$ cat src/ais_defs.svh
`ifndef AIS_DEFS_SVH
`define AIS_DEFS_SVH
`define AIS_AW 12
`define AIS_OFF_CH123 12'h000
`define AIS_OFF_CH0 12'h004
`define AIS_OFF_SCANH 12'h008
`define AIS_OFF_SCANL 12'h00C
`define AIS_OFF_PCFGH 12'h010
`define AIS_OFF_PCFGL 12'h014
`define AIS_RST16 16'h0000
`define AIS_WM_CH123 16'h0707
`define AIS_WM_CH0 16'h9F9F
`define AIS_WM_CH0_LOW 16'h8F8F
`define AIS_C123_SA 0
`define AIS_C123_NA_HI 2
`define AIS_C123_NA_LO 1
`define AIS_C123_SB 8
`define AIS_C123_NB_HI 10
`define AIS_C123_NB_LO 9
`define AIS_C0_SA_HI 4
`define AIS_C0_NA 7
`define AIS_C0_SB_HI 12
`define AIS_C0_SB_LO 8
`define AIS_C0_NB 15
`define AIS_NEG_HI_BASE 5'h09
`define AIS_NEG_LO_BASE 5'h06
`define AIS_POS_HI_BASE 5'h03
`define AIS_NEG_C0_PIN 5'h01
`endif

$ cat src/ais_pkg.sv
`default_nettype none
package ais_pkg;
	typedef struct packed {
		logic                psel;
		logic                penable;
		logic                pwrite;
		logic [11:0]         paddr;
		logic [31:0]         pwdata;
	} ais_apb_req_type;
	typedef struct packed {
		logic [4:0] pos_pin;
		logic       pos_vref;
		logic [4:0] neg_pin;
		logic       neg_vref;
	} ais_route_type;
	typedef enum logic [1:0] {
		AIS_SET_A = 2'b01,
		AIS_SET_B = 2'b10
	} ais_set_type;
endpackage : ais_pkg
`default_nettype wire

$ cat src/ais_input_select.sv
// Function
// - set B ch1-3 negative: 9-11, 6-8, reference
// - set A ch1-3 negative: same encoding
// - set B ch1-3 positive: 3-5 or 0-2
// - set A ch1-3 positive: 3-5 or 0-2
// - twelve-bit mode: ch1-3 fields read zero
// - ch0 negative: pin 1 or reference
// - set A ch0 positive: pin equals code
// - set B ch0 positive decodes like A
// - second converter: ch0 positive pins 0-15
// - scan bit n includes pin n
// - scanning absent pin converts positive reference
// - config one: digital, read on, ground
// - config zero: analog, pin sampled
// - absent pin config bits stored, no effect
// - module disabled: all pins digital
// - second converter: no high config register
// - scan only when scan enable set
// - alternate mode: A then B samples
//
// Design decisions made here: the APB slave port and the address map.
`include "ais_defs.svh"
`default_nettype none
module ais_input_select
	import ais_pkg::*;
#(
	parameter int NUM_PINS    = 32,
	parameter bit SECOND_CONV = 1'b0,
	parameter bit HAS_PEER    = 1'b0
) (
	// clock and reset
	input  wire logic            clk,
	input  wire logic            rst_b,
	// apb slave
	input  wire ais_apb_req_type apb_req,
	output var  logic [31:0]     prdata,
	output logic                 pready,
	output logic                 pslverr,
	// converter control
	input  wire logic            twelve_bit_mode,
	input  wire logic            converter_module_disable,
	input  wire logic            scan_enable,
	input  wire logic            alternate_sample_mode,
	input  wire logic            sample_done,
	input  wire logic [15:0]     peer_pin_digital_mode_bit_low,
	// routing
	output var  ais_route_type   route_q [4],
	output var  ais_set_type     set_q,
	output var  logic [4:0]      scan_idx_q,
	output var  logic [31:0]     pin_digital_q
);
	localparam logic [31:0] PIN_MASK =
		(NUM_PINS == 32) ? 32'hFFFF_FFFF :
		((32'h0000_0001 << NUM_PINS) - 32'h0000_0001);

	if (NUM_PINS < 1 || NUM_PINS > 32) begin : g_bad_pins
		$error("NUM_PINS out of range");
	end
	if (SECOND_CONV && NUM_PINS > 16) begin : g_bad_second
		$error("second converter has 16 pins");
	end

	logic [15:0] ch123_q;
	logic [15:0] ch0_q;
	logic [15:0] scanh_q;
	logic [15:0] scanl_q;
	logic [15:0] pcfgh_q;
	logic [15:0] pcfgl_q;
	logic [31:0] prdata_q;
	logic        setup;
	logic        access;
	logic        hit;
	logic [15:0] rd_d;
	logic [15:0] wdat;
	logic [15:0] ch0_wm;

	assign setup  = apb_req.psel && !apb_req.penable;
	assign access = apb_req.psel && apb_req.penable;
	assign wdat   = apb_req.pwdata[15:0];
	assign pready = 1'b1;
	assign ch0_wm = SECOND_CONV ? `AIS_WM_CH0_LOW : `AIS_WM_CH0;

	always_comb begin
		hit  = 1'b1;
		rd_d = `AIS_RST16;
		case (apb_req.paddr)
			`AIS_OFF_CH123: rd_d = twelve_bit_mode ? `AIS_RST16 : ch123_q;
			`AIS_OFF_CH0:   rd_d = ch0_q;
			`AIS_OFF_SCANH: rd_d = scanh_q;
			`AIS_OFF_SCANL: rd_d = scanl_q;
			`AIS_OFF_PCFGH: begin
				hit  = !SECOND_CONV;
				rd_d = SECOND_CONV ? `AIS_RST16 : pcfgh_q;
			end
			`AIS_OFF_PCFGL: rd_d = pcfgl_q;
			default:        hit = 1'b0;
		endcase
	end

	assign pslverr = access && !hit;

	always_ff @(posedge clk or negedge rst_b) begin
		if (!rst_b) begin
			prdata_q <= 32'h0000_0000;
		end else if (setup) begin
			prdata_q <= {16'h0000, rd_d};
		end
	end
	assign prdata = prdata_q;

	logic wr;
	assign wr = access && apb_req.pwrite;

	always_ff @(posedge clk or negedge rst_b) begin
		if (!rst_b) begin
			ch123_q <= `AIS_RST16;
			ch0_q   <= `AIS_RST16;
		end else if (wr) begin
			if (apb_req.paddr == `AIS_OFF_CH123 && !twelve_bit_mode)
				ch123_q <= wdat & `AIS_WM_CH123;
			if (apb_req.paddr == `AIS_OFF_CH0)
				ch0_q <= wdat & ch0_wm;
		end
	end

	always_ff @(posedge clk or negedge rst_b) begin
		if (!rst_b) begin
			scanh_q <= `AIS_RST16;
			scanl_q <= `AIS_RST16;
		end else if (wr) begin
			if (apb_req.paddr == `AIS_OFF_SCANH)
				scanh_q <= wdat;
			if (apb_req.paddr == `AIS_OFF_SCANL)
				scanl_q <= wdat;
		end
	end

	always_ff @(posedge clk or negedge rst_b) begin
		if (!rst_b) begin
			pcfgh_q <= `AIS_RST16;
			pcfgl_q <= `AIS_RST16;
		end else if (wr) begin
			if (apb_req.paddr == `AIS_OFF_PCFGH && !SECOND_CONV)
				pcfgh_q <= wdat;
			if (apb_req.paddr == `AIS_OFF_PCFGL)
				pcfgl_q <= wdat;
		end
	end

	// alternate sample sequencing
	// toggle A and B
	always_ff @(posedge clk or negedge rst_b) begin
		if (!rst_b) begin
			set_q <= AIS_SET_A;
		end else if (!alternate_sample_mode) begin
			set_q <= AIS_SET_A;
		end else if (sample_done) begin
			case (set_q)
				AIS_SET_A: set_q <= AIS_SET_B;
				AIS_SET_B: set_q <= AIS_SET_A;
				default:   set_q <= AIS_SET_A;
			endcase
		end
	end

	// scan pointer
	logic [31:0] scan_mask;
	assign scan_mask = {scanh_q, scanl_q};

	function automatic logic [4:0] next_scan(
		input logic [31:0] mask,
		input logic [4:0]  idx
	);
		logic [4:0] cand;
		logic       found;
		next_scan = idx;
		found     = 1'b0;
		for (int i = 1; i <= 32; i++) begin
			cand = idx + i[4:0];
			if (!found && mask[cand]) begin
				next_scan = cand;
				found     = 1'b1;
			end
		end
	endfunction : next_scan

	always_ff @(posedge clk or negedge rst_b) begin
		if (!rst_b) begin
			scan_idx_q <= 5'h00;
		end else if (scan_enable && sample_done && set_q == AIS_SET_A) begin
			scan_idx_q <= next_scan(scan_mask, scan_idx_q);
		end
	end

	// input routing decode
	logic          use_b;
	logic [1:0]    ch123_n;
	logic          ch123_p;
	logic [4:0]    ch0_p;
	logic          ch0_n;
	ais_route_type route_d [4];

	assign use_b   = (set_q == AIS_SET_B);
	assign ch123_n = use_b ?
		ch123_q[`AIS_C123_NB_HI:`AIS_C123_NB_LO] :
		ch123_q[`AIS_C123_NA_HI:`AIS_C123_NA_LO];
	assign ch123_p = use_b ? ch123_q[`AIS_C123_SB] : ch123_q[`AIS_C123_SA];
	assign ch0_p = use_b ? ch0_q[`AIS_C0_SB_HI:`AIS_C0_SB_LO] :
		ch0_q[`AIS_C0_SA_HI:0];
	assign ch0_n = use_b ? ch0_q[`AIS_C0_NB] : ch0_q[`AIS_C0_NA];

	always_comb begin
		if (scan_enable && !use_b) begin
			route_d[0].pos_pin  = scan_idx_q;
			route_d[0].pos_vref = (32'(scan_idx_q) >= NUM_PINS);
		end else begin
			route_d[0].pos_pin  = ch0_p;
			route_d[0].pos_vref = 1'b0;
		end
		route_d[0].neg_pin  = ch0_n ? `AIS_NEG_C0_PIN : 5'h00;
		route_d[0].neg_vref = !ch0_n;
	end

	genvar k;
	generate
		for (k = 1; k < 4; k++) begin : g_ch
			localparam logic [4:0] OFS = 5'(k - 1);
			always_comb begin
				route_d[k].pos_vref = 1'b0;
				route_d[k].pos_pin  = OFS;
				route_d[k].neg_vref = 1'b1;
				route_d[k].neg_pin  = 5'h00;
				if (!twelve_bit_mode) begin
					route_d[k].pos_pin = ch123_p ?
						(`AIS_POS_HI_BASE + OFS) : OFS;
					if (ch123_n[1]) begin
						route_d[k].neg_vref = 1'b0;
						route_d[k].neg_pin  = ch123_n[0] ?
							(`AIS_NEG_HI_BASE + OFS) :
							(`AIS_NEG_LO_BASE + OFS);
					end
				end
			end
		end
	endgenerate

	always_ff @(posedge clk or negedge rst_b) begin
		if (!rst_b) begin
			for (int c = 0; c < 4; c++)
				route_q[c] <= '0;
		end else begin
			for (int c = 0; c < 4; c++)
				route_q[c] <= route_d[c];
		end
	end

	// pin analog or digital mode
	logic [31:0] pin_digital_mode_bit_eff;
	always_comb begin
		pin_digital_mode_bit_eff = {pcfgh_q, pcfgl_q};
		if (SECOND_CONV)
			pin_digital_mode_bit_eff[31:16] = 16'h0000;
		if (HAS_PEER)
			pin_digital_mode_bit_eff[15:0] = pcfgl_q & peer_pin_digital_mode_bit_low;
	end

	always_ff @(posedge clk or negedge rst_b) begin
		if (!rst_b) begin
			pin_digital_q <= 32'h0000_0000;
		end else if (converter_module_disable) begin
			pin_digital_q <= PIN_MASK;
		end else begin
			pin_digital_q <= pin_digital_mode_bit_eff & PIN_MASK;
		end
	end
endmodule : ais_input_select
`default_nettype wire

$ cat config.mk
export PLATFORM = sky130hd
export DESIGN_NAME = ais_input_select
export DESIGN_NICKNAME = d
export VERILOG_FILES = /design/src/ais_pkg.sv /design/src/ais_input_select.sv
export VERILOG_INCLUDE_DIRS = /design/src
export SDC_FILE = /design/constraint.sdc
export NUM_CORES = 1
export LEC_CHECK = 0
export ABC_AREA = 1
export BUFFER_PORTS_ARGS = -buffer_cell sky130_fd_sc_hd__buf_2
export CAP_MARGIN = 10
export CORE_MARGIN = 4
export CORE_UTILIZATION = 25
export CTS_BUF_LIST = sky130_fd_sc_hd__clkbuf_4
export DETAILED_ROUTE_END_ITERATION = 10
export GPL_TIMING_DRIVEN = 0
export PLACE_DENSITY_LB_ADDON = 0.3
export SYNTH_ARGS = -nofsm -noshare
export SYNTH_HDL_FRONTEND = slang
export SYNTH_SLANG_ARGS = --single-unit
$ cat constraint.sdc
create_clock -name clk -period 4.64 [get_ports clk]
set_input_delay 0.232 -clock clk [delete_from_list [all_inputs] [get_ports clk]]
set_output_delay 0.232 -clock clk [all_outputs]
set_load 0.05 [all_outputs]
# == Word-level counts from Yosys, hierarchy flattened ==
# Cells that the tools add are included.
# totals
ff_bits,178
latchBits,0
ramBits,0
rom_bits,0
inputBits,70
output_inout_bits,121
wordCells,365
mem_count,0
# op_classes
addsub,31
mul,0
div_mod_pow,0
n_lt_le_gt_ge,32
eq_ne,8
shift,0
muxes,185
bitwise_logic,1
reduce_logical,85
# op_table
operator,count
$lt 5x6->1 const B,32
$mux 5,38
$bmux 1 s5,32
$mux 1,98
$pmux 16 s6,1
$add 5x5->5 const B,16
$add 5x4->5 const B,8
$logic_and 1x1->1,39
$logic_not 1->1,36
$mux 32,1
$reduce_bool 31->1,1
$eq 12x4->1 const B,2
$eq 12x5->1 const B,2
$add 5x3->5 const B,4
$mux 2,7
$eq 12x3->1 const B,1
$logic_not 12->1,1
$mux 3,4
$reduce_and 2->1,6
$mux 11,1
$add 5x2->5 const B,2
$mux 4,2
$mux 6,1
$reduce_or 6->1,1
6 further kinds,6

# == Logic depth before layout (Yosys ltp) ==
# Gate-level depths: netlist of run 1.
# logic_depth
ltp_word,129
ltp_mapped,46
mapped_depth_nobuf,44

# == Worst setup path before layout of run 1 ==
# OpenSTA, ideal clock, no wires.
# synth_path
kind,register to register
start,register scan_idx_q[2]
end,register scan_idx_q[2]
arrival_ns,4.664
required_ns,4.523
setup_slack_ns,-0.140
stages_incl_launch_ff,34
cell_sequence,dfrtp_1 -> inv_2 -> clkbuf_1 -> ha_1 -> inv_1 -> clkbuf_1 -> nand3_1 -> nand3_1 -> nand3_1 -> nand2_1 -> nor2_4 -> nand4_4 -> nor2_4 -> nand4_2 -> nor3_2 -> nand3_2 -> nor2_4 -> nand4_4 -> nor2_4 -> nand2_2 -> nor2_4 -> nand3_4 -> nor2_4 -> nand4_4 -> nor2_2 -> inv_1 -> o21ai_0 -> inv_1 -> nand2_1 -> nand2_1 -> nand2_1 -> nand2_1 -> nand2_1 -> nand2_1
# synth_between
elab_chain_cells,129
word_cells_on_any_way,253
classes_between,add/sub: 31; mux: 157; bitwise: 1; reduce/logical: 64
# synth_lines
item,line_no,text
"start, declared",ais_input_select.sv:49,"output var logic [4:0] scan_idx_q,"
"start signal, assigned",ais_input_select.sv:191,"scan_idx_q <= next_scan(scan_mask, scan_idx_q);"
$add 5x1->5,ais_input_select.sv:179,cand = idx + i[4:0];
$bmux 1 s5,ais_input_select.sv:180,if (!found && mask[cand]) begin
$mux 1 (implied by the code),ais_input_select.sv:180,
$mux 1,ais_input_select.sv:180,
$mux 1,ais_input_select.sv:190,end else if (scan_enable && sample_done && set_q == AIS_SET_A) begin
$logic_not 1->1,ais_input_select.sv:180,
$logic_and 1x1->1,ais_input_select.sv:180,
$mux 1,ais_input_select.sv:180,
[... 113 more ...],n/a,
$logic_not 1->1,ais_input_select.sv:180,
$logic_and 1x1->1,ais_input_select.sv:180,
$mux 1,ais_input_select.sv:180,
$mux 1,ais_input_select.sv:190,
$logic_not 1->1,ais_input_select.sv:180,
$logic_and 1x1->1,ais_input_select.sv:180,
$not 1->1 (no line),n/a,
$reduce_and 3->1 (no line),n/a,
# Parallel ways exist; a longest one is shown, timed or not. The select of a mux whose other input is x is not followed.
# A chain may end at the register's enable or synchronous reset.

# == Final worst setup path of run 1 ==
# layout_path
start,register scan_idx_q[1]
end,register scan_idx_q[3]
# The elaborated chain is that of the path after synthesis.

==> results.yml, run 1 <==
worst_setup_path:
  path_common_cell: "nor2_4"
  critical_path_arrival_ns: 5.29
  critical_path_class: "reg -> reg"
  cp_num_buf_inv: 4
  crit_chain: "buf_12 -> clkbuf_2 -> nand3_1 -> nand3_1 -> nand2_1 -> o21ai_0 -> inv_1 -> a21oi_1 -> nand3_2 -> nor2_4 -> nand4_4 -> nor2_4 -> nand2_2 -> nor2_4 -> nand3_4 -> nor2_4 -> nand4_4 -> nor2_8 -> o41ai_4 -> a21oi_4 -> clkinv_4 -> nor2_4 -> nand3_2 -> nand2_4"
  crit_family: "simple AND/OR/NAND/NOR gates"
  crit_fanout: 10
  setup.worst_path.end_class: "register"
  critPathRequiredTime_ns: 5.16
  cpPeakStageDelay_ns: 0.61
  start_kind: "register"
  cpMaxStageDelayCell: "o21ai_0"
sta:
  hold_viol_final: 0
  layout_setup_ws_ns: -0.130
  fin_crit_ns: 4.77
  period_share_pct: 103
  worst_pin_slew_ns: 0.884
  fin_skew_ns: 0.0267
  max_clock_freq_mhz: 210
  rsz0062_at_grt: "yes"
  slew_headroom_pct: 40.4
  setup_viol: 5
  drv_slew: 0
pwr:
  p_seq_share_pct: 13.4
  power_leakage_nw: 6.99
  clkPwrFrac_pct: 8.4
  p_comb_share_pct: 78.1
  cellPowerDensity_mw_per_mm2: 738
  p_total_w: 0.0104
  p_switching_w: 0.00610
  ir_worst_vdd_mv: 0.282
  swShare_pct: 58.7
  internal-power_w: 0.00429
layout:
  final_cell_mix: "nand2_1, inv_1, dfrtp_1"
  drive_gt1_share_pct: 23.9
  syn_to_final_growth_pct: 30.5
  nets: 1924
  fin_area_sq_mm: 0.0141
  final_common_cell: "nand2_1"
drt:
  drt_iter0_markers: 1202
  first_pass_iters: 7
  wl_mm: 43.7
  via_per_inst: 4.87
  final_antenna_net_count: 0
  drcViolationCount: 0
  vias: 11844
  wl_per_cell_microns: 18.0
die:
  die_h_microns: 216
  die_w_microns: 216
  coreArea_sq_mm: 0.0423
  die-area_sq_mm: 0.0466
  io_pins: 191
  rows: 75
  initial_core_util_pct: 25.5
clocking:
  cts_buffers: 17
  clockBufferDepth: 2
  clk_latency_ns: 0.58
  clockRootBuffer: "clkbuf_4"
  cts_max_level: 4
  cts_tree: "built"
  cts_sinks: 150
  clkTransAtPathRegs_ns: 0.16
synth:
  syn_area_per_cell_sq_um: 6.71
  synth_cells: 1609
  synth_area_sq_mm: 0.0108
  synth_top_area_cell: "dfrtp_1"
  seq_area_frac_synth_pct: 34.8
  synth_edf_count: 0
  synth_top_area_share_pct: 34.5
  synthDistinctLibCells: 51
  synthArstFlopShare_pct: 100
  ys_warn_count: 0
  synth-seq-cells: 150
  synth.area.top_cells: "dfrtp_1, nand2_1, nand3_1"
  synth-main-ff-cell: "dfrtp_1"
grt:
  antenna_found_initial: 3
  grt_max_degree: 94
  overflow: 0
  grt.busiest_layer: "met2"
  grt_pass1_vias: 11523
  use_met2_pct: 29.5
  grt_use_met1_pct: 25.3
  grtUsageMet3_pct: 3.97
  grt_pass1_wl_mm: 66.7
  grt_use_total_pct: 18.3
run_status:
  outcome: "complete, but fails checks"
  violations: "setup timing"
placed_design:
  gp_congestion: 0.970
  io_buffer_count: 120
  placed_area_sq_mm: 0.0123
  dp_hpwl_mm: 33.6
flow_run:
  max_cap_violations: 0
worst_hold_path:
  min_path_type: "in -> reg"
[stage by stage]
step | util [%] | hold WS, ns | cells | TNS (ns) | worst slack (ns)
after detailed placement | 29.0 | 0.394 | 2342 | -7.96 | -1.65
after floorplan | - | -0.0636 | 1644 | 0 | 0.00979
after global placement | 28.9 | 0.404 | 2341 | -8.18 | -1.74
after CTS | 32.5 | 0.0320 | 2423 | -0.916 | -0.229
final | 33.3 | 0.0541 | 2432 | -0.398 | -0.130
after global routing | 33.3 | 0.0317 | 2432 | -1.51 | -0.362
[metal layers]
| metal | vias to the layer above | share of wire, % |
|---|---|---|
| li1 | 5597 | - |
| met1 | 5698 | 44 |
| met2 | 481 | 46 |
| met3 | 68 | 8.4 |
| met4 | 0 | 2.2 |
| met5 | - | 0 |
[worst min-delay path, cell delays in order]
cell and delay, ns:
buf_2 0.08, inv_1 0.11, o21ai_0 0.17
[path summary, 6_finish.rpt]
kind / startpoint / endpoint / slack (ns) / depth (start not counted)
worst max-delay path: scan_idx_q[1] / scan_idx_q[3] / -0.13 / 24
max in group asynchronous: rst_b / set_q[0] / 3.50 / 3
worst min register to register: pcfgl_q[9] / pin_digital_q[9] / 0.50 / 2
min in group asynchronous: rst_b / pin_digital_q[30] / 0.30 / 2
worst max register to register: scan_idx_q[1] / scan_idx_q[3] / -0.13 / 24
worst min-delay path: apb_req[15] / ch0_q[15] / 0.05 / 3
[state kept, by name (all words and copies together), names as in the netlist]
register / count
pin_digital_q: 32
pcfgh_q: 16
pcfgl_q: 16
prdata: 16
scanh_q: 16
scanl_q: 16
route_q: 13
ch0_q: 12
ch123_q: 6
scan_idx_q: 5
set_q: 2
[what timing repair did]
item / CTS / global route
resized for setup: 154 / 64
hold endpoints to repair: 114 / 0
hold buffers: 10 / 0
pin swaps: 36 / 20
buffers inserted: 40 / 7
setup endpoints to repair: 5 / 5
cloned: 1 / 0
[final cells by class]
cell class	instances	area [sq um]
multi-input cells	1149	6410
flip-flops and latches	150	3760
inverters	236	916
plain buffers	107	773
well taps	577	722
diodes	2	5.00
clock buffers	17	128
fillers	4566	28200
repair buffers	180	1200
clock inverters	14	165
[Yosys cell counts, drive strengths merged, types with 2 or more instances]
cell,number
nand2,458
inv,236
nand3,211
o21ai,161
dfrtp,149
nor2,110
buf,73
clkbuf,36
o22ai,33
nand4,22
a21oi,20
xor2,18
o31ai,15
ha,13
nor3,13
o211ai,5
o221ai,5
a211oi,4
nor4,4
o21bai,3
o32ai,3
a21boi,2
a31oi,2
conb,2
o21a,2
[cells by family (layout without fill, tap and decap cells)]
group / Yosys count / count (layout) / share of synthesized area, %
flip-flops: 150 / 150 / 34.8
XOR/XNOR: 19 / 19 / 2.03
buffers and inverters: 345 / 554 / 14.3
other: 2 / 39 / 0.0696
AND/OR/NAND/NOR: 821 / 821 / 33.5
AO/OA/AOI/OAI: 259 / 259 / 13.8
adder cells (fa/ha/maj): 13 / 13 / 1.51
[power groups by stage]
| stage | registers [W] | clock network, W | logic, W |
|---|---|---|---|
| 4_1_cts | 0.00140 | 0.000903 | 0.00760 |
| 3_5_place_dp | 0.00144 | 0 | 0.00631 |
| 5_1_grt | 0.00140 | 0.000966 | 0.00878 |
| 3_3_place_gp | 0.00144 | 0 | 0.00634 |
| 2_1_floorplan | 0.00158 | 0 | 0.00432 |
| 6_report | 0.00140 | 0.000877 | 0.00812 |
Note: power is estimated with default switching activity, not from simulation.
==> inputs of run 2 (changes only) <==
--- a/config.mk
+++ b/config.mk
@@ -8,13 +8,14 @@
 export LEC_CHECK = 0
 export ABC_AREA = 1
 export BUFFER_PORTS_ARGS = -buffer_cell sky130_fd_sc_hd__buf_2
-export CAP_MARGIN = 10
+export CAP_MARGIN = 30
 export CORE_MARGIN = 4
 export CORE_UTILIZATION = 25
 export CTS_BUF_LIST = sky130_fd_sc_hd__clkbuf_4
 export DETAILED_ROUTE_END_ITERATION = 10
 export GPL_TIMING_DRIVEN = 0
 export PLACE_DENSITY_LB_ADDON = 0.3
+export SETUP_SLACK_MARGIN = 0.4
 export SYNTH_ARGS = -nofsm -noshare
 export SYNTH_HDL_FRONTEND = slang
 export SYNTH_SLANG_ARGS = --single-unit
==> results.yml, run 2 (synthesized netlist as in run 1, its figures left out) <==
run_status:
  outcome: "complete, but fails checks"
  violations: "setup timing"
sta:
  setup-tns-final_ns: -0.0201
  fin_crit_ns: 4.66
  setup_viol: 1
  layout_setup_ws_ns: -0.0201
  rsz0062_at_grt: "yes"
  fin_skew_ns: 0.0220
  timing.hold.ws_ns: 0.0576
  max_clock_freq_mhz: 215
  hold_viol_final: 0
  drv_slew: 0
  slew_headroom_pct: 34.8
  worst_pin_slew_ns: 0.969
  period_share_pct: 100
clocking:
  cts_max_level: 4
  cts_tree: "built"
  clk_latency_ns: 0.57
  cts_buffers: 17
  clockRootBuffer: "clkbuf_4"
  clockBufferDepth: 2
  clkTransAtPathRegs_ns: 0.12
  cts_sinks: 150
pwr:
  ir_worst_vdd_mv: 0.268
  power_leakage_nw: 7.19
  cellPowerDensity_mw_per_mm2: 736
placed_design:
  dp_cells: 2343
  io_buffer_count: 120
  dp_hpwl_mm: 33.3
  placed_area_sq_mm: 0.0126
  gp_congestion: 0.949
layout:
  nets: 1946
  syn_to_final_growth_pct: 33.1
  final_cell_mix: "nand2_1, inv_1, dfrtp_1"
  largest_reg_flops: 32
  fin_area_sq_mm: 0.0144
  fin_cells: 2453
  drive_gt1_share_pct: 27.5
  fin_util_pct: 33.9
  nFillCells: 4570
  final_common_cell: "nand2_1"
  regMostFlops: "pin_digital_q"
grt:
  grt_use_total_pct: 17.9
  overflow: 0
  grt_pass1_wl_mm: 64.8
  grt_pass1_vias: 11183
  antenna_found_initial: 2
  grt_max_degree: 63
flow_run:
  max_cap_violations: 0
drt:
  vias: 11847
  first_pass_iters: 8
  drcViolationCount: 0
  final_antenna_net_count: 0
  via_per_inst: 4.83
  wl_per_cell_microns: 17.7
  drt_iter0_markers: 1133
  wl_mm: 43.5
worst_setup_path:
  cpMaxStageDelayCell: "dfrtp_2"
  cp_num_buf_inv: 7
  critPathRequiredTime_ns: 5.13
  critical_path_arrival_ns: 5.15
  setup.worst_path.end_class: "register"
  crit_family: "simple AND/OR/NAND/NOR gates"
  critical_path_class: "reg -> reg"
  start_kind: "register"
  crit_fanout: 10
  cpPeakStageDelay_ns: 0.45
die:
  die-area_sq_mm: 0.0466
  die_h_microns: 216
  die_w_microns: 216
  io_pins: 191
  rows: 75
  coreArea_sq_mm: 0.0423
  initial_core_util_pct: 25.5
worst_hold_path:
  min_path_type: "in -> reg"
## run 2: cell types whose count changed in the layout (fill, tap and decap cells not counted), sizes merged
| cell | before | now |
|---|---|---|
| dlygate4sd3 | 10 | 11 |
| clkinv | 2 | 9 |
| buf | 242 | 264 |
| diode | 2 | 1 |
| inv | 243 | 234 |
| clkinvlp | 3 | 1 |
| clkbuf | 52 | 55 |
## run 2: tightest hold or removal path, delay by kind of cell
kind / cells / cell delay, ns
buffers and inverters: 2 / 0.16
AOI/OAI and AO/OA: 1 / 0.08
and+or+nand+nor: 2 / 0.13
## run 2: metal layers
metal	track usage (%)	share of wire, %	up-vias
met4	5.43	2.7	2
li1	-	-	5629
met5	0	0.016	-
met1	24.2	43	5702
met3	4.61	8.8	90
met2	28.3	45	424
## run 2: path summary, 6_finish.rpt
check                                    endpoint  depth (start not counted)  slack (ns)           from
worst max-delay path                scan_idx_q[1]                         25       -0.02  scan_idx_q[0]
worst min-delay path                   prdata[13]                          5        0.06    apb_req[46]
worst max register to register      scan_idx_q[1]                         25       -0.02  scan_idx_q[0]
worst min register to register  pin_digital_q[15]                          2        0.49    pcfgl_q[15]
max in group asynchronous              route_q[7]                          4        3.57          rst_b
min in group asynchronous       pin_digital_q[28]                          2        0.12          rst_b
## run 2: final cells by class
cell class,instances,area (sq um),share of cell area (%)
Multi-Input combinational cell,1149,6550,45.6
Timing Repair Buffer,200,1340,9.29
Sequential cell,150,3770,26.2
Tap cell,577,722,5.02
Inverter,236,926,6.44
Antenna cell,1,2.50,0.0174
Clock buffer,21,158,1.10
Buffer,109,797,5.55
Clock inverter,10,108,0.749
## run 2: power by group
part           internal [W]  total, W  switching, W
logic               0.00279   0.00835       0.00556
clock network      0.000336  0.000803      0.000467
registers           0.00136   0.00141     0.0000538
total               0.00449    0.0106       0.00608
## run 2: repair_timing
item	CTS	global route
resized for setup	82	135
gates cloned	1	1
setup buffers	47	18
hold endpoints to repair	112	0
setup endpoints to repair	5	5
pin swaps	37	49
hold buffers	11	0
## run 2: stage by stage
step / total power, W / setup slack [ns]
floorplan: 0.00616 / 0.390
global placement: 0.00801 / -0.832
detailed placement: 0.00801 / -0.865
CTS: 0.00970 / -0.223
global route: 0.0114 / -0.197
finish: 0.0106 / -0.0201
